$ cat src/clk_cfg_defines.svh
// Purpose: Register indices, reset values and constants of the clock configuration block
// Assumes: Byte address of each register is four times its index
// Notes:   Definitions only
`ifndef CLK_CFG_DEFINES_SVH
`define CLK_CFG_DEFINES_SVH

// ------------------------------------------------------------
// Register indices
// ------------------------------------------------------------
`define IDX_DIV_EN    8'h45
`define IDX_GP_SRC    8'h46
`define IDX_GP_DIV    8'h47
`define IDX_CONV      8'h49
`define IDX_STATUS    8'h4A

// ------------------------------------------------------------
// Reset values and writable masks
// ------------------------------------------------------------
`define RST_DIV_EN    8'h00
`define RST_GP_SRC    8'h00
`define RST_GP_DIV    8'h01
`define RST_CONV      8'h00
`define MASK_DIV_EN   8'h1F
`define MASK_GP_SRC   8'h07
`define MASK_GP_DIV   8'hFF
`define MASK_CONV     8'hFF

// ------------------------------------------------------------
// Divide constants
// ------------------------------------------------------------
`define GP_DIV_FULL   8'h80
`define CONV_RATIO_1  4'h1
`define NUM_FAST_DIV  5
`define NUM_GP_SRC    6

`endif

$ cat src/clk_cfg_pkg.sv
// Purpose: Types of the clock configuration block
// Assumes: Field order of each struct matches the register bit layout
// Notes:   Shared by all design files
package clk_cfg_pkg;

  typedef struct packed {
    logic [2:0] reserved;
    logic       modulator_divider_enable;
    logic       primary_bitclk_divider_enable;
    logic       secondary_bitclk_divider_enable;
    logic       primary_frame_divider_enable;
    logic       secondary_frame_divider_enable;
  } divider_enable_t;

  typedef enum logic [2:0] {
    SRC_PLL          = 3'h0,
    SRC_PRIMARY_BCK  = 3'h1,
    SRC_SECOND_BCK   = 3'h2,
    SRC_CTRL_PORT    = 3'h3,
    SRC_OSCILLATOR   = 3'h4,
    SRC_DSP          = 3'h5,
    SRC_RESERVED_6   = 3'h6,
    SRC_RESERVED_7   = 3'h7
  } gp_source_t;

  typedef struct packed {
    logic       gp_clock_divider_enable;
    logic [6:0] gp_clock_divide_value;
  } gp_divider_t;

  typedef enum logic [1:0] {
    FREQ_6MHZ   = 2'h0,
    FREQ_3MHZ   = 2'h1,
    FREQ_1P5MHZ = 2'h2,
    FREQ_12MHZ  = 2'h3
  } conv_freq_t;

  typedef struct packed {
    conv_freq_t converter_clock_freq_mode;
    logic       converter_source_auto_off;
    logic       converter_source_manual_pick;
    logic       converter_enable_auto_off;
    logic       converter_divider_manual_on;
    logic [1:0] converter_divider_manual_value;
  } converter_setup_t;

  typedef struct packed {
    logic       conv_on;
    logic       conv_osc;
    logic       gp_src_valid;
    logic [4:0] fast_level;
  } status_t;

  typedef struct packed {
    logic tick;
    logic level;
  } div_out_t;

endpackage

$ cat src/tick_divider.sv
// Purpose: Divides a stream of source ticks by a ratio
// Assumes: ratio is at least 1
// Notes:   Held cleared while disabled
module tick_divider #(
  parameter int W = 8
) (
  input  wire logic                pclk,
  input  wire logic                presetn,
  input  wire logic                enable,
  input  wire logic                src_tick,
  input  wire logic [W-1:0]        ratio,
  output clk_cfg_pkg::div_out_t    out
);
  import clk_cfg_pkg::*;

  logic [W-1:0] count_reg;
  div_out_t     out_reg;
  wire          wrap = (count_reg == ratio - W'(1));

  always_ff @(posedge pclk or negedge presetn) begin
    if (!presetn) begin
      count_reg <= '0;
      out_reg   <= '0;
    end else if (!enable) begin
      count_reg <= '0;
      out_reg   <= '0;
    end else begin
      out_reg.tick <= src_tick && wrap;
      if (src_tick) count_reg <= wrap ? '0 : count_reg + W'(1);
      if (src_tick && wrap) out_reg.level <= !out_reg.level;
    end
  end

  assign out = out_reg;
endmodule // tick_divider

$ cat src/tick_source_mux.sv
// Purpose: Registered selection of one source tick for the clock output
// Assumes: Source ticks are one cycle wide
// Notes:   Reserved codes select nothing
module tick_source_mux #(
  parameter int N = 6
) (
  input  wire logic                    pclk,
  input  wire logic                    presetn,
  input  clk_cfg_pkg::gp_source_t      sel,
  input  wire logic [N-1:0]            src_ticks,
  output logic                         sel_tick,
  output logic                         sel_valid
);
  import clk_cfg_pkg::*;

  // Widened so reserved codes never index past the tick lines
  wire [7:0] ticks_wide = 8'(src_ticks);
  wire       valid_code = (int'(sel) < N);

  always_ff @(posedge pclk or negedge presetn) begin
    if (!presetn) begin
      sel_tick  <= 1'b0;
      sel_valid <= 1'b0;
    end else begin
      sel_tick  <= valid_code && ticks_wide[sel];
      sel_valid <= valid_code;
    end
  end

endmodule // tick_source_mux

$ cat src/clk_cfg.sv
// Purpose: APB programmed enables and dividers for internal audio clocks
// Assumes: Source clocks arrive as one-cycle ticks on pclk
// Notes:   Zero wait state slave; unmapped addresses answer pslverr
`include "clk_cfg_defines.svh"

// Functional notes
// - Enable bit gates modulator clock divider
// - Enable bit gates primary bit-clock divider
// - Enable bit gates secondary bit-clock divider
// - Enable bit gates primary frame divider
// - Enable bit gates secondary frame divider
// - Source code picks clock output source
// - Enable bit gates clock output divider
// - Divide by value; zero means 128
// - Frequency mode field selects converter rate
// - Source auto mode while bit clear
// - Manual source: audio or oscillator
// - Divider auto enabled while bit clear
// - Manual enable used outside auto enable
// - Manual divide 1,2,4,8 outside source auto mode
module clk_cfg #(
  parameter int ADDR_W  = 12,
  parameter int RATIO_W = 10
) (
  input  wire logic                                pclk,
  input  wire logic                                presetn,
  input  wire logic [ADDR_W-1:0]                   paddr,
  input  wire logic                                psel,
  input  wire logic                                penable,
  input  wire logic                                pwrite,
  input  wire logic [31:0]                         pwdata,
  input  wire logic [3:0]                          pstrb,
  output logic [31:0]                              prdata,
  output logic                                     pready,
  output logic                                     pslverr,
  input  wire logic [`NUM_FAST_DIV-1:0]            fast_src_tick,
  input  wire logic [`NUM_FAST_DIV-1:0][RATIO_W-1:0] fast_ratio,
  output clk_cfg_pkg::div_out_t [`NUM_FAST_DIV-1:0] fast_out,
  input  wire logic [`NUM_GP_SRC-1:0]              gp_src_tick,
  output clk_cfg_pkg::div_out_t                    gp_out,
  input  wire logic                                audio_tick,
  input  wire logic                                osc_tick,
  input  wire logic                                auto_pick_osc,
  input  wire logic                                auto_enable,
  input  wire logic [1:0]                          auto_div_code,
  output clk_cfg_pkg::div_out_t                    conv_out,
  output clk_cfg_pkg::conv_freq_t                  conv_freq_mode,
  output logic                                     conv_src_osc,
  output logic                                     conv_on
);
  import clk_cfg_pkg::*;

  localparam int REG_W = 8;
  localparam logic [ADDR_W-1:0] A_DIV_EN = ADDR_W'(`IDX_DIV_EN * 4);
  localparam logic [ADDR_W-1:0] A_GP_SRC = ADDR_W'(`IDX_GP_SRC * 4);
  localparam logic [ADDR_W-1:0] A_GP_DIV = ADDR_W'(`IDX_GP_DIV * 4);
  localparam logic [ADDR_W-1:0] A_CONV   = ADDR_W'(`IDX_CONV * 4);
  localparam logic [ADDR_W-1:0] A_STATUS = ADDR_W'(`IDX_STATUS * 4);

  // ------------------------------------------------------------
  // Register bus decode
  // ------------------------------------------------------------
  logic [REG_W-1:0] div_en_reg;
  logic [REG_W-1:0] gp_src_reg;
  logic [REG_W-1:0] gp_div_reg;
  logic [REG_W-1:0] conv_reg;
  logic [31:0]      prdata_reg;
  logic             conv_src_osc_reg;
  logic             conv_on_reg;

  wire hit_div_en = (paddr == A_DIV_EN);
  wire hit_gp_src = (paddr == A_GP_SRC);
  wire hit_gp_div = (paddr == A_GP_DIV);
  wire hit_conv   = (paddr == A_CONV);
  wire hit_status = (paddr == A_STATUS);
  wire hit_any    = hit_div_en | hit_gp_src | hit_gp_div | hit_conv | hit_status;
  wire setup_ph   = psel && !penable;
  wire access_ph  = psel && penable;
  wire wr_lane0   = access_ph && pwrite && pstrb[0];
  wire [REG_W-1:0] wbyte = pwdata[REG_W-1:0];

  wire wr_div_en = wr_lane0 && hit_div_en;
  wire wr_gp_src = wr_lane0 && hit_gp_src;
  wire wr_gp_div = wr_lane0 && hit_gp_div;
  wire wr_conv   = wr_lane0 && hit_conv;

  // Reserved bits stay zero whatever is written
  wire [REG_W-1:0] div_en_next = wbyte & `MASK_DIV_EN;
  wire [REG_W-1:0] gp_src_next = wbyte & `MASK_GP_SRC;
  wire [REG_W-1:0] gp_div_next = wbyte & `MASK_GP_DIV;
  wire [REG_W-1:0] conv_next   = wbyte & `MASK_CONV;

  // ------------------------------------------------------------
  // Field views
  // ------------------------------------------------------------
  divider_enable_t  den;
  gp_divider_t      gdv;
  converter_setup_t cset;
  gp_source_t       gp_sel;
  status_t          stat;
  logic [`NUM_FAST_DIV-1:0] fast_en;
  logic [`NUM_FAST_DIV-1:0] fast_level;
  logic             gp_sel_tick;
  logic             gp_sel_valid;

  assign den    = divider_enable_t'(div_en_reg);
  assign gdv    = gp_divider_t'(gp_div_reg);
  assign cset   = converter_setup_t'(conv_reg);
  assign gp_sel = gp_source_t'(gp_src_reg[2:0]);

  assign stat.conv_on      = conv_on_reg;
  assign stat.conv_osc     = conv_src_osc_reg;
  assign stat.gp_src_valid = gp_sel_valid;
  assign stat.fast_level   = fast_level;

  wire [REG_W-1:0] rd_mux =
    hit_div_en ? div_en_reg :
    hit_gp_src ? gp_src_reg :
    hit_gp_div ? gp_div_reg :
    hit_conv   ? conv_reg   :
    hit_status ? REG_W'(stat) : '0;

  // ------------------------------------------------------------
  // Registers
  // ------------------------------------------------------------
  always_ff @(posedge pclk or negedge presetn) begin
    if (!presetn) begin
      div_en_reg <= `RST_DIV_EN;
      gp_src_reg <= `RST_GP_SRC;
      gp_div_reg <= `RST_GP_DIV;
      conv_reg   <= `RST_CONV;
    end else begin
      if (wr_div_en) div_en_reg <= div_en_next;
      if (wr_gp_src) gp_src_reg <= gp_src_next;
      if (wr_gp_div) gp_div_reg <= gp_div_next;
      if (wr_conv) conv_reg <= conv_next;
    end
  end

  // Read data captured in setup so the access phase needs no wait
  always_ff @(posedge pclk or negedge presetn) begin
    if (!presetn) begin
      prdata_reg <= '0;
    end else if (setup_ph && !pwrite) begin
      prdata_reg <= 32'(rd_mux);
    end
  end

  assign prdata  = prdata_reg;
  assign pready  = 1'b1;
  assign pslverr = access_ph && !hit_any;

  // ------------------------------------------------------------
  // Serial port and modulator dividers
  // ------------------------------------------------------------
  wire mod_en = den.modulator_divider_enable;
  wire pbk_en = den.primary_bitclk_divider_enable;
  wire sbk_en = den.secondary_bitclk_divider_enable;
  wire pfr_en = den.primary_frame_divider_enable;
  wire sfr_en = den.secondary_frame_divider_enable;

  assign fast_en = {mod_en, pbk_en, sbk_en, pfr_en, sfr_en};

  genvar g;
  generate
    for (g = 0; g < `NUM_FAST_DIV; g++) begin : g_fast
      tick_divider #(.W(RATIO_W)) u_div (
        .pclk     (pclk),
        .presetn  (presetn),
        .enable   (fast_en[g]),
        .src_tick (fast_src_tick[g]),
        .ratio    (fast_ratio[g]),
        .out      (fast_out[g])
      );
      assign fast_level[g] = fast_out[g].level;
    end
  endgenerate

  // ------------------------------------------------------------
  // General purpose clock output
  // ------------------------------------------------------------
  tick_source_mux #(.N(`NUM_GP_SRC)) u_gp_mux (
    .pclk      (pclk),
    .presetn   (presetn),
    .sel       (gp_sel),
    .src_ticks (gp_src_tick),
    .sel_tick  (gp_sel_tick),
    .sel_valid (gp_sel_valid)
  );

  wire       gp_en    = gdv.gp_clock_divider_enable;
  wire [7:0] gp_ratio = (gdv.gp_clock_divide_value == '0) ? `GP_DIV_FULL
                                                          : {1'b0, gdv.gp_clock_divide_value};

  tick_divider #(.W(REG_W)) u_gp_div (
    .pclk     (pclk),
    .presetn  (presetn),
    .enable   (gp_en),
    .src_tick (gp_sel_tick),
    .ratio    (gp_ratio),
    .out      (gp_out)
  );

  // ------------------------------------------------------------
  // Converter clock generator
  // ------------------------------------------------------------
  wire       conv_auto_src = !cset.converter_source_auto_off;
  wire       conv_osc_next = conv_auto_src ? auto_pick_osc
                                           : cset.converter_source_manual_pick;
  wire       conv_auto_en  = !cset.converter_enable_auto_off;
  wire       conv_on_next  = conv_auto_en ? auto_enable
                                          : cset.converter_divider_manual_on;
  wire [1:0] conv_code     = conv_auto_src ? auto_div_code
                                           : cset.converter_divider_manual_value;
  wire [3:0] conv_ratio    = `CONV_RATIO_1 << conv_code;
  wire       conv_tick     = conv_src_osc_reg ? osc_tick : audio_tick;

  always_ff @(posedge pclk or negedge presetn) begin
    if (!presetn) begin
      conv_src_osc_reg <= 1'b0;
      conv_on_reg      <= 1'b0;
    end else begin
      conv_src_osc_reg <= conv_osc_next;
      conv_on_reg      <= conv_on_next;
    end
  end

  tick_divider #(.W(4)) u_conv_div (
    .pclk     (pclk),
    .presetn  (presetn),
    .enable   (conv_on_reg),
    .src_tick (conv_tick),
    .ratio    (conv_ratio),
    .out      (conv_out)
  );

  // Frequency mode is a level to the analog converter; fastest code
  // is only meaningful with the oscillator source, software's duty
  assign conv_freq_mode = cset.converter_clock_freq_mode;
  assign conv_src_osc   = conv_src_osc_reg;
  assign conv_on        = conv_on_reg;
endmodule // clk_cfg

$ cat config.mk
export PLATFORM = sky130hd
export DESIGN_NAME = clk_cfg
export DESIGN_NICKNAME = d
export VERILOG_FILES = /design/src/clk_cfg_pkg.sv /design/src/tick_divider.sv /design/src/tick_source_mux.sv /design/src/clk_cfg.sv
export VERILOG_INCLUDE_DIRS = /design/src
export SDC_FILE = /design/constraint.sdc
export NUM_CORES = 1
export LEC_CHECK = 0
export BUFFER_PORTS_ARGS = -buffer_cell sky130_fd_sc_hd__buf_2
export CAP_MARGIN = 20
export CORE_AREA = 2 2 148 150
export DETAILED_ROUTE_END_ITERATION = 10
export DIE_AREA = 0 0 150 152
export PLACE_DENSITY = 0.64
export SLEW_MARGIN = 20
export SYNTH_ARGS = -nofsm -noshare
export SYNTH_HDL_FRONTEND = slang
export SYNTH_SLANG_ARGS = --single-unit
$ cat constraint.sdc
create_clock -name pclk -period 2.22 [get_ports pclk]
set_input_delay 0.444 -clock pclk [delete_from_list [all_inputs] [get_ports pclk]]
set_output_delay 0.444 -clock pclk [all_outputs]
set_load 0.005 [all_outputs]
After elaboration in Yosys (flattened, before gate mapping)
Index checks and enable logic that the tools add are counted.
{"block": "classes", "add_sub_neg": 14, "order_cmp": 2, "eq_ne": 26, "n_shift": 1, "n_mux": 47, "bitwise_logic": 4, "reduce_logical": 29}
{"operator": "10-bit 2-to-1 mux", "n": 15}
{"operator": "8-bit 2-to-1 mux", "n": 9}
{"operator": "12-bit by 9-bit == test with 1-bit output (second input constant)", "n": 5}
{"operator": "10-bit by 1-bit adder with 10-bit output (second input constant)", "n": 5}
{"operator": "10-bit == test", "n": 5}
{"operator": "10-bit by 1-bit subtractor with 10-bit output (second input constant)", "n": 5}
{"operator": "1-bit logical AND", "n": 18}
{"operator": "2-bit by 1-bit != test with 1-bit output (second input constant)", "n": 9}
{"operator": "2-bit 2-to-1 mux", "n": 8}
{"operator": "4-bit 2-to-1 mux", "n": 3}
{"operator": "1-bit 2-to-1 mux", "n": 11}
{"operator": "1-bit logical NOT", "n": 10}
{"operator": "2-bit != test (second input constant)", "n": 5}
{"operator": "8-bit by 1-bit adder with 8-bit output (second input constant)", "n": 1}
{"operator": "8-bit == test", "n": 1}
{"operator": "8-bit by 1-bit subtractor with 8-bit output (second input constant)", "n": 1}
{"operator": "7-bit logical NOT", "n": 1}
{"operator": "4-bit by 1-bit adder with 4-bit output (second input constant)", "n": 1}
{"operator": "4-bit == test", "n": 1}
{"operator": "3-bit by 4-bit < comparator with 1-bit output (second input constant)", "n": 1}
{"operator": "1-bit bitwise OR", "n": 4}
{"operator": "1-bit by 2-bit << shifter with 4-bit output (first input constant)", "n": 1}
{"operator": "4-bit by 1-bit subtractor with 4-bit output (second input constant)", "n": 1}
{"operator": "1-bit binary-select mux with 3-bit select", "n": 1}
{"operator": "3-bit < comparator (second input constant)", "n": 1}
{"block": "totals", "ff_bits": 112, "in_bits": 120, "out_inout_bits": 52}

Longest topological paths before layout
Gate-level depths: netlist (run 1).
{"block": "depth", "ltp_word": 7, "mapped_depth": 11, "ltp_nobuf": 9}

Modules after synthesis
A second synthesis (run 1) with hierarchy kept.
{"block": "hier_totals", "cells_unflattened": 897, "area_unflattened_um2": 8126.5}
{"mod": "tick_divider at g_fast[0].u_div ...", "instances": 5, "cells_per_inst": 111, "area_each_um2": 948.4}
{"mod": "clk_cfg", "instances": 1, "cells_per_inst": 217, "area_each_um2": 2153.3}
{"mod": "tick_divider at u_gp_div", "instances": 1, "cells_per_inst": 82, "area_each_um2": 750.7}
{"mod": "tick_divider at u_conv_div", "instances": 1, "cells_per_inst": 35, "area_each_um2": 375.4}
{"mod": "tick_source_mux", "instances": 1, "cells_per_inst": 8, "area_each_um2": 105.1}

Least setup slack after synthesis (run 1)
No wires, ideal clock.
{"block": "synth_timing", "kind": "input -> register", "from": "input fast_ratio[20] (netlist name)", "to": "register g_fast[2].u_div.count_reg[7]", "setup_time_ps": 116, "arrival_ps": 2663, "required_ps": 2104, "path_slack_ps": -559, "cell_stages": 11, "path_cell_list": "clkbuf_1 > inv_1 > ha_1 > clkbuf_1 > or3b_2 > a21boi_0 > o211ai_1 > nor3_1 > a31oi_2 > nand2_1 > o311ai_0"}
{"block": "synth_between", "elab_chain_cells": 5}
{"element": "from (decl)", "line": "clk_cfg.sv:37", "source": "input wire logic [`NUM_FAST_DIV-1:0][RATIO_W-1:0] fast_ratio,"}
{"element": "10-bit by 1-bit subtractor with 10-bit output", "line": "tick_divider.sv:18", "source": "wire wrap = (count_reg == ratio - W'(1));"}
{"element": "10-bit == test", "line": "tick_divider.sv:18"}
{"element": "10-bit 2-to-1 mux (2 in a row)", "line": "tick_divider.sv:29", "source": "if (src_tick) count_reg <= wrap ? '0 : count_reg + W'(1);"}
{"element": "10-bit 2-to-1 mux", "line": "tick_divider.sv:24", "source": "end else if (!enable) begin"}
{"element": "to (signal assigned)", "line": "tick_divider.sv:29"}
{"element": "to (decl)", "line": "tick_divider.sv:16", "source": "logic [W-1:0] count_reg;"}
Every way passes these cells. The select of a mux whose other input is x is not followed.
A chain may end at the register's enable or synchronous reset.

Final worst setup path (run 1)
{"block": "layout_timing", "from": "register gp_div_reg[4], in the netlist gdv[4]", "to": "register u_gp_div.count_reg[0]"}
{"block": "layout_between", "elab_chain_cells": 7}
{"element": "from (decl)", "line": "clk_cfg.sv:65", "source": "logic [REG_W-1:0] gp_div_reg;"}
{"element": "from (signal assigned)", "line": "clk_cfg.sv:130", "source": "gp_div_reg <= `RST_GP_DIV;"}
{"element": "from (signal assigned)", "line": "clk_cfg.sv:135", "source": "if (wr_gp_div) gp_div_reg <= gp_div_next;"}
{"element": "7-bit logical NOT", "line": "clk_cfg.sv:192", "source": "wire [7:0] gp_ratio = (gdv.gp_clock_divide_value == '0) ? `GP_DIV_FULL"}
{"element": "8-bit 2-to-1 mux *", "line": "clk_cfg.sv:192"}
{"element": "8-bit by 1-bit subtractor with 8-bit output *", "line": "tick_divider.sv:18"}
{"element": "8-bit == test *", "line": "tick_divider.sv:18"}
{"element": "8-bit 2-to-1 mux * (2 in a row)", "line": "tick_divider.sv:29"}
{"element": "8-bit 2-to-1 mux *", "line": "tick_divider.sv:24"}
{"element": "to (signal assigned)", "line": "tick_divider.sv:29"}
{"element": "to (decl)", "line": "tick_divider.sv:16"}
Mark *: on every way between the ends. The rest lies on a longest branch, timed or not. The select of a mux whose other input is x is not followed.

==> results of run 1 <==
[cells in the final DEF (no fill, tap or decap), types with 5 or more instances in the layout]
cell type,count
a21boi_0,6
a21oi_1,31
a222oi_1,7
a31oi_1,13
and2_1,9
and3_1,21
and4_1,5
buf_2,114
buf_4,113
buf_6,5
clkbuf_16,9
conb_1,25
dfrtp_1,108
ha_1,11
inv_1,32
mux2_2,30
mux2i_1,9
nand2_1,84
nand2b_1,20
nand3_1,41
nand3b_1,10
nand4_1,15
nand4b_1,5
nor2_1,61
nor2b_1,12
nor3_1,23
nor3b_1,7
nor4_1,7
o211ai_1,8
o21ai_0,38
o22ai_1,6
or2_2,5
or3_1,13
xnor2_1,39
xor2_1,41
[metal layers]
layer	global-route usage	vias up	wire [um]
met1	0.247	3554	9650
met2	0.305	177	10100
met5	0	-	47
li1	-	3655	-
met3	0.0375	25	1180
met4	0.0413	6	296
[critical path, delay by kind of cell, from the launching register on]
kind             cells  cell delay [ns]
AND/OR/NAND/NOR      6             1.64
flip-flops           1             0.39
AO/OA/AOI/OAI        1             0.12
[path summary, 6_finish.rpt]
kind | start | end | slack, ns | cells past startpoint
setup / recovery | gdv[4]$_DFFE_PN0P_ | u_gp_div.count_reg[0]$_DFFE_PN0P_ | -0.01 | 7
hold / removal | presetn | g_fast[2].u_div.count_reg[5]$_DFFE_PN0P_ | 0.07 | 1
setup reg to reg | gdv[4]$_DFFE_PN0P_ | u_gp_div.count_reg[0]$_DFFE_PN0P_ | -0.01 | 7
hold reg to reg | prdata[1]$_DFFE_PN0P_ | prdata[1]$_DFFE_PN0P_ | 0.48 | 2
max in group asynchronous | presetn | gdv[0]$_DFFE_PN1P_ | 1.50 | 2
min in group pclk | auto_pick_osc | conv_src_osc$_DFF_PN0_ | 0.31 | 2
[cell usage after synthesis (all sizes together) (4+ instances only)]
| library cell | number | area, um^2 |
|---|---|---|
| a2111o | 4 | 45.0 |
| a211oi | 6 | 45.0 |
| a21boi | 7 | 52.6 |
| a21oi | 33 | 165 |
| a222oi | 7 | 70.1 |
| a22oi | 5 | 37.5 |
| a31oi | 14 | 93.8 |
| a32oi | 4 | 35.0 |
| and2 | 9 | 56.3 |
| and3 | 21 | 131 |
| and4 | 5 | 43.8 |
| and4b | 4 | 40.0 |
| buf | 31 | 234 |
| clkbuf | 28 | 105 |
| dfrtp | 111 | 2780 |
| ha | 14 | 175 |
| inv | 35 | 131 |
| mux2 | 30 | 338 |
| mux2i | 10 | 100 |
| nand2 | 87 | 327 |
| nand2b | 22 | 138 |
| nand3 | 41 | 205 |
| nand3b | 10 | 75.1 |
| nand4 | 15 | 93.8 |
| nand4b | 5 | 43.8 |
| nor2 | 64 | 240 |
| nor2b | 12 | 75.1 |
| nor3 | 25 | 130 |
| nor3b | 10 | 80.1 |
| nor4 | 14 | 100 |
| nor4b | 8 | 70.1 |
| o211ai | 8 | 60.1 |
| o21ai | 40 | 200 |
| o22ai | 7 | 43.8 |
| o311ai | 5 | 43.8 |
| o31ai | 4 | 30.0 |
| or2 | 6 | 37.5 |
| or3 | 13 | 81.3 |
| or4 | 4 | 33.8 |
| xnor2 | 43 | 377 |
| xor2 | 42 | 368 |
[cell type report]
class / instances / area (um^2) / share of cell area
diodes: 2 / 5.00 / 0.000488
clock buffers: 11 / 243 / 0.0237
clock inverters: 5 / 61.3 / 0.00598
inverters: 35 / 139 / 0.0135
multi-input cells: 718 / 5120 / 0.499
flip-flops and latches: 112 / 2810 / 0.274
well taps: 280 / 350 / 0.0341
repair buffers: 236 / 1540 / 0.150
[power groups by stage]
stage | clock, mW | sequential, mW | combinational (mW)
2_1_floorplan | 0 | 2.10 | 0.310
3_3_place_gp | 0 | 2.10 | 0.580
3_5_place_dp | 0 | 2.10 | 0.590
4_1_cts | 1.75 | 2.06 | 0.599
5_1_grt | 1.83 | 2.06 | 0.680
6_report | 1.70 | 2.06 | 0.616
[cells by family after synthesis]
| kind of cell | count (synthesis) | synth area share |
|---|---|---|
| flip-flops | 112 | 0.354 |
| AND/OR/NAND/NOR | 384 | 0.263 |
| AO/OA/AOI/OAI | 167 | 0.146 |
| XOR/XNOR | 86 | 0.0969 |
| adder cells (fa/ha/maj) | 14 | 0.0221 |
| buffers and inverters | 94 | 0.0593 |
| multiplexers | 41 | 0.0581 |
| other | 2 | 0.000947 |
[repair_timing]
item,4_1_cts,5_1_grt
resized for setup,13,37
endpoints found under the setup margin,11,56
buffers inserted,3,1
pin swaps,8,19
cloned,1,1
[through the flow]
stage          utilization  hold WS [ns]
6_report             0.481        0.0656
4_1_cts              0.471        0.0809
2_1_floorplan            -         0.148
5_1_grt              0.480         0.105
3_5_place_dp         0.453         0.467
3_3_place_gp         0.453         0.461
==> impl_results.md, run 1 <==
- PwrDens: 426 mW/mm^2
- Crit-path cells: or4_4 -> or3_1 -> nand4_1 -> nor3_1 -> and3b_1 -> or3_1 -> a21boi_1
- Vias in the first global route: 7024
- MaxCap Viol Count: 0
- Share of post-route cells with drive strength above 1: 0.315
- Pre-CTS setup slack: -0.470 ns
- Switching share of power: 0.257
- Chip width: 150 um
- GR Util All Layers: 0.184
- Antenna-violating nets left: 0
- Int Power: 3.25 mW
- GPL Wtd Cong: 0.834
- Largest net degree at the start of global routing: 42
- LEAKAGE: 4.55 nW
- Fin nets: 1246
- Combinational Power Share: 0.141
- Seq pwr share: 0.471
- Number of buffers added on ports: 119
- Crit Path Category: reg2reg
- Yosys cell types: 74
- CTS tree: built
- Post-synthesis sequential area ratio: 0.354
- Critical-path top delay cell: or4_4
- First-pass GRT wire length: 34.2 mm
- Final setup margin: -0.0106 ns
- Post-synthesis cell count: 900
- Max Fanout on Critical Path: 5
- Mapped Area: 0.00793 mm^2
- CP dominant cell by count: or3_1
- Hold Buf Count CTS: 0
- Fill cells: 2062
- Drt drc: 0
- CTS H-Tree Depth: 3
- Post-synth EDFFs: 0
- I/O pins: 172
- Max Freq: 0.448 GHz
- Worst-path clk slew: 0.08 ns
- Fin. max-slew vios: 0
- Worst-Margin Slew: 0.727 ns
- Max_slew headroom: 0.507
- Via count: 7417
- Slowest cell delay on critical path: 0.57 ns
- Longest Clk Path Bufs: 2
- First drt pass iteration count: 5
- Fin crit share: 1.00
- CTS buffer count: 9
- Mean post-synth cell area: 8.81 um^2
- Ys async rst share: 1.00
- Final hold violation count: 0
- Post-DP Area: 0.00968 mm^2
- IR drop worst, VDD: 0.000351 V
- Largest register FFs: 50
- Root Buffer: clkbuf_16
- Tightest Hold Check Type: in2async
- Area growth from synthesis to layout: 29.4%
- Initial antenna violation count: 4
- HPWL after detailed placement: 16.2 mm
- Worst Path Arrival: 2.51 ns
- DRT Wirelength: 21.3 mm
- Outcome: finished, violations left
- Placed Cells: 1376
- Wire length per cell: 15.2 um
- Final setup vio count: 1
- Final Instance Count excl. Fillers: 1399
- DR iter-0 viols: 327
- P_sw: 1.12 mW
- Starting Density: 0.371
- Clock Skew: 0.0165 ns
- Row count: 54
- Crit. End Element: flop
- Critical path startpoint category: flop
- Design area: 0.0103 mm^2
- Die ar.: 0.0228 mm^2
- Syn. warnings: 0
- Core ar.: 0.0214 mm^2
- WP data required: 2.50 ns
- Total grt overflow: 0
- Worst skew pair latency: 0.36 ns
- Vias per inst: 5.30
- Final setup TNS: -0.0106 ns
- Die Span Y: 152 um
- Failing checks: setup timing
- Synth Flop Type: dfrtp_1
- FF+latch count, synth: 112
- Period minus WS final: 2.23 ns
- Num Clock Sinks: 112
- Clock share of power: 0.388
- Unrepaired setup endpoints after global routing: yes
- Total Power: 4.37 mW
(Power assumes the default switching activity.)
==> run 2: changes to the inputs <==
--- a/config.mk
+++ b/config.mk
@@ -8,10 +8,12 @@
 export LEC_CHECK = 0
 export BUFFER_PORTS_ARGS = -buffer_cell sky130_fd_sc_hd__buf_2
 export CAP_MARGIN = 20
+export CELL_PAD_IN_SITES_DETAIL_PLACEMENT = 1
+export CELL_PAD_IN_SITES_GLOBAL_PLACEMENT = 1
 export CORE_AREA = 2 2 148 150
 export DETAILED_ROUTE_END_ITERATION = 10
 export DIE_AREA = 0 0 150 152
-export PLACE_DENSITY = 0.64
+export PLACE_DENSITY = 0.8
 export SLEW_MARGIN = 20
 export SYNTH_ARGS = -nofsm -noshare
 export SYNTH_HDL_FRONTEND = slang
==> run 2 against run 1 <==
  * The run still ends with setup timing left
  * Clock skew down 0.0065 ns
  * Setup slack worse by 0.095 ns
  * Register-to-register slack got worse by 0.095 ns
  * Sequential power about the same
  * Critical endpoint unchanged
  * Critical path type unchanged
  * Clock-buffer cell count shrank 1
  * Core utilization grew 1.1 points
  * Largest cell class unchanged
  * Flip-flop and latch count is the same
  * Via count is 4.7% higher
  * Final area increased by 2.2%
  * Clock power hardly changed
  * Fmax decreased by 4.1%
==> impl_results.md, run 2 (same netlist as run 1, synthesis figures left out) <==
- Failing checks: setup timing
- Max Freq: 0.430 GHz
- Clock Skew: 0.00999 ns
- Worst Path Arrival: 2.61 ns
- Commonest non-fill, non-tap cell in the layout: buf_4
- CTS buffer count: 9
- I/O pins: 172
- Share of post-route cells with drive strength above 1: 0.343
- GR Util All Layers: 0.216
- Number of buffers added on ports: 119
- Largest register FFs: 50
- Total grt overflow: 0
- Antenna-violating nets left: 0
- Max_slew headroom: 0.509
- Worst skew pair latency: 0.36 ns
- Critical-path top delay cell: or4_4
- Die ar.: 0.0228 mm^2
- Tightest Hold Check Type: in2reg
- Slowest cell delay on critical path: 0.59 ns
- Fin crit share: 1.05
- Via count: 7763
- Crit-path cells: or4_4 -> or3_1 -> nand4_1 -> nor3_2 -> and3b_1 -> or3_4 -> a21boi_2
- Core ar.: 0.0214 mm^2
- Hold Path End: conv_on$_DFF_PN0_
- Final Instance Count excl. Fillers: 1411
- Chip width: 150 um
- PwrDens: 422 mW/mm^2
- Max Fanout on Critical Path: 5
- Critical path startpoint category: flop
- CTS H-Tree Depth: 3
- Unrepaired setup endpoints after global routing: yes
- Wire length per cell: 18.0 um
- Min-delay src: auto_enable
- Worst-path clk slew: 0.08 ns
- MaxCap Viol Count: 0
- Largest net degree at the start of global routing: 78
- GPL Wtd Cong: 0.815
- Die Span Y: 152 um
- Row count: 54
- Pre-CTS setup slack: -0.559 ns
- FF-to-FF End: u_gp_div.count_reg[0]$_DFFE_PN0P_
- Root Buffer: clkbuf_16
- Post-DP Area: 0.00967 mm^2
- Final hold violation count: 0
- Crit. End Element: flop
- Starting Density: 0.371
- DR iter-0 viols: 223
- HPWL after detailed placement: 18.8 mm
- Reg-to-Reg Start: gdv[5]$_DFFE_PN0P_
- Placed Cells: 1375
- Initial antenna violation count: 6
- Most frequent cells in the layout: buf_4, buf_2, dfrtp_1
- Final setup vio count: 11
- Longest Clk Path Bufs: 2
- LEAKAGE: 4.62 nW
- CTS tree: built
- Area growth from synthesis to layout: 32.3%
- Hold path depth: 2
- Final setup margin: -0.106 ns
- Drt drc: 0
- Fin nets: 1254
- Fin. max-slew vios: 0
- Vias in the first global route: 8125
- IR drop worst, VDD: 0.000377 V
- Num Clock Sinks: 112
- First-pass GRT wire length: 40.2 mm
- Design area: 0.0105 mm^2
- Outcome: finished, violations left
- Reg2reg setup slack: -0.11 ns
- Worst-Margin Slew: 0.725 ns
- DRT Wirelength: 25.4 mm
- Period minus WS final: 2.33 ns
- WP data required: 2.50 ns
- R2R depth: 7
- First drt pass iteration count: 4
- Crit Path Category: reg2reg
- Vias per inst: 5.50
## run 2: how the worst max path moves through the flow
stage          slack, ns  cells after the start               start                                        to
2_1_floorplan      -0.21                      9      fast_ratio[42]  g_fast[4].u_div.count_reg[7]$_DFFE_PN0P_
3_3_place_gp       -0.45                     10      fast_ratio[41]  g_fast[4].u_div.count_reg[9]$_DFFE_PN0P_
3_5_place_dp       -0.56                     10      fast_ratio[41]  g_fast[4].u_div.count_reg[6]$_DFFE_PN0P_
4_1_cts            -0.03                     11      fast_ratio[40]        g_fast[4].u_div.out[0]$_DFFE_PN0P_
5_1_grt            -0.15                      7  gdv[5]$_DFFE_PN0P_         u_gp_div.count_reg[0]$_DFFE_PN0P_
6_report           -0.11                      7  gdv[5]$_DFFE_PN0P_         u_gp_div.count_reg[0]$_DFFE_PN0P_
## run 2: per-layer routing
metal	vias to the layer above	track usage	wire length, um
met5	-	0	43
met4	6	0.0687	618
met3	52	0.0342	1080
met2	160	0.390	13100
met1	3873	0.260	10600
li1	3672	-	-
## run 2: layout make-up
cell class	count	area, um^2
Fill cell	2536	10900
Multi-Input combinational cell	718	5220
Sequential cell	112	2810
Timing Repair Buffer	244	1650
Tap cell	280	350
Clock buffer	10	239
Inverter	35	139
Clock inverter	6	67.6
Antenna cell	6	15.0
## run 2: critical path, delay by kind of cell (launching register included)
family	cells	cell delay (ns)
AOI/OAI and AO/OA	1	0.15
DFF	1	0.40
and+or+nand+nor	6	1.70
## run 2: power breakdown
part / switching (mW) / internal (mW) / total (mW)
Sequential: 0.0155 / 2.05 / 2.06
Combinational: 0.350 / 0.295 / 0.645
Clock: 0.803 / 0.912 / 1.72
Total: 1.17 / 3.25 / 4.42
## run 2: stage by stage
| step | hold WS, ns | utilization | power [mW] | setup TNS [ns] |
|---|---|---|---|---|
| floorplan | 0.148 | - | 2.41 | -2.57 |
| global placement | 0.326 | 0.453 | 2.69 | -18.95 |
| detailed placement | 0.327 | 0.453 | 2.71 | -25.82 |
| CTS | 0.320 | 0.475 | 4.44 | -0.0741 |
| global route | 0.320 | 0.491 | 4.60 | -3.27 |
| finish | 0.324 | 0.491 | 4.42 | -0.381 |
## run 2: timing repair
action	in CTS	in global routing
resized for setup	23	65
setup buffers	6	6
hold buffers	1	0
setup endpoints to repair	40	55
pin swaps	13	29
endpoints found under the hold margin	11	0
gates cloned	0	2
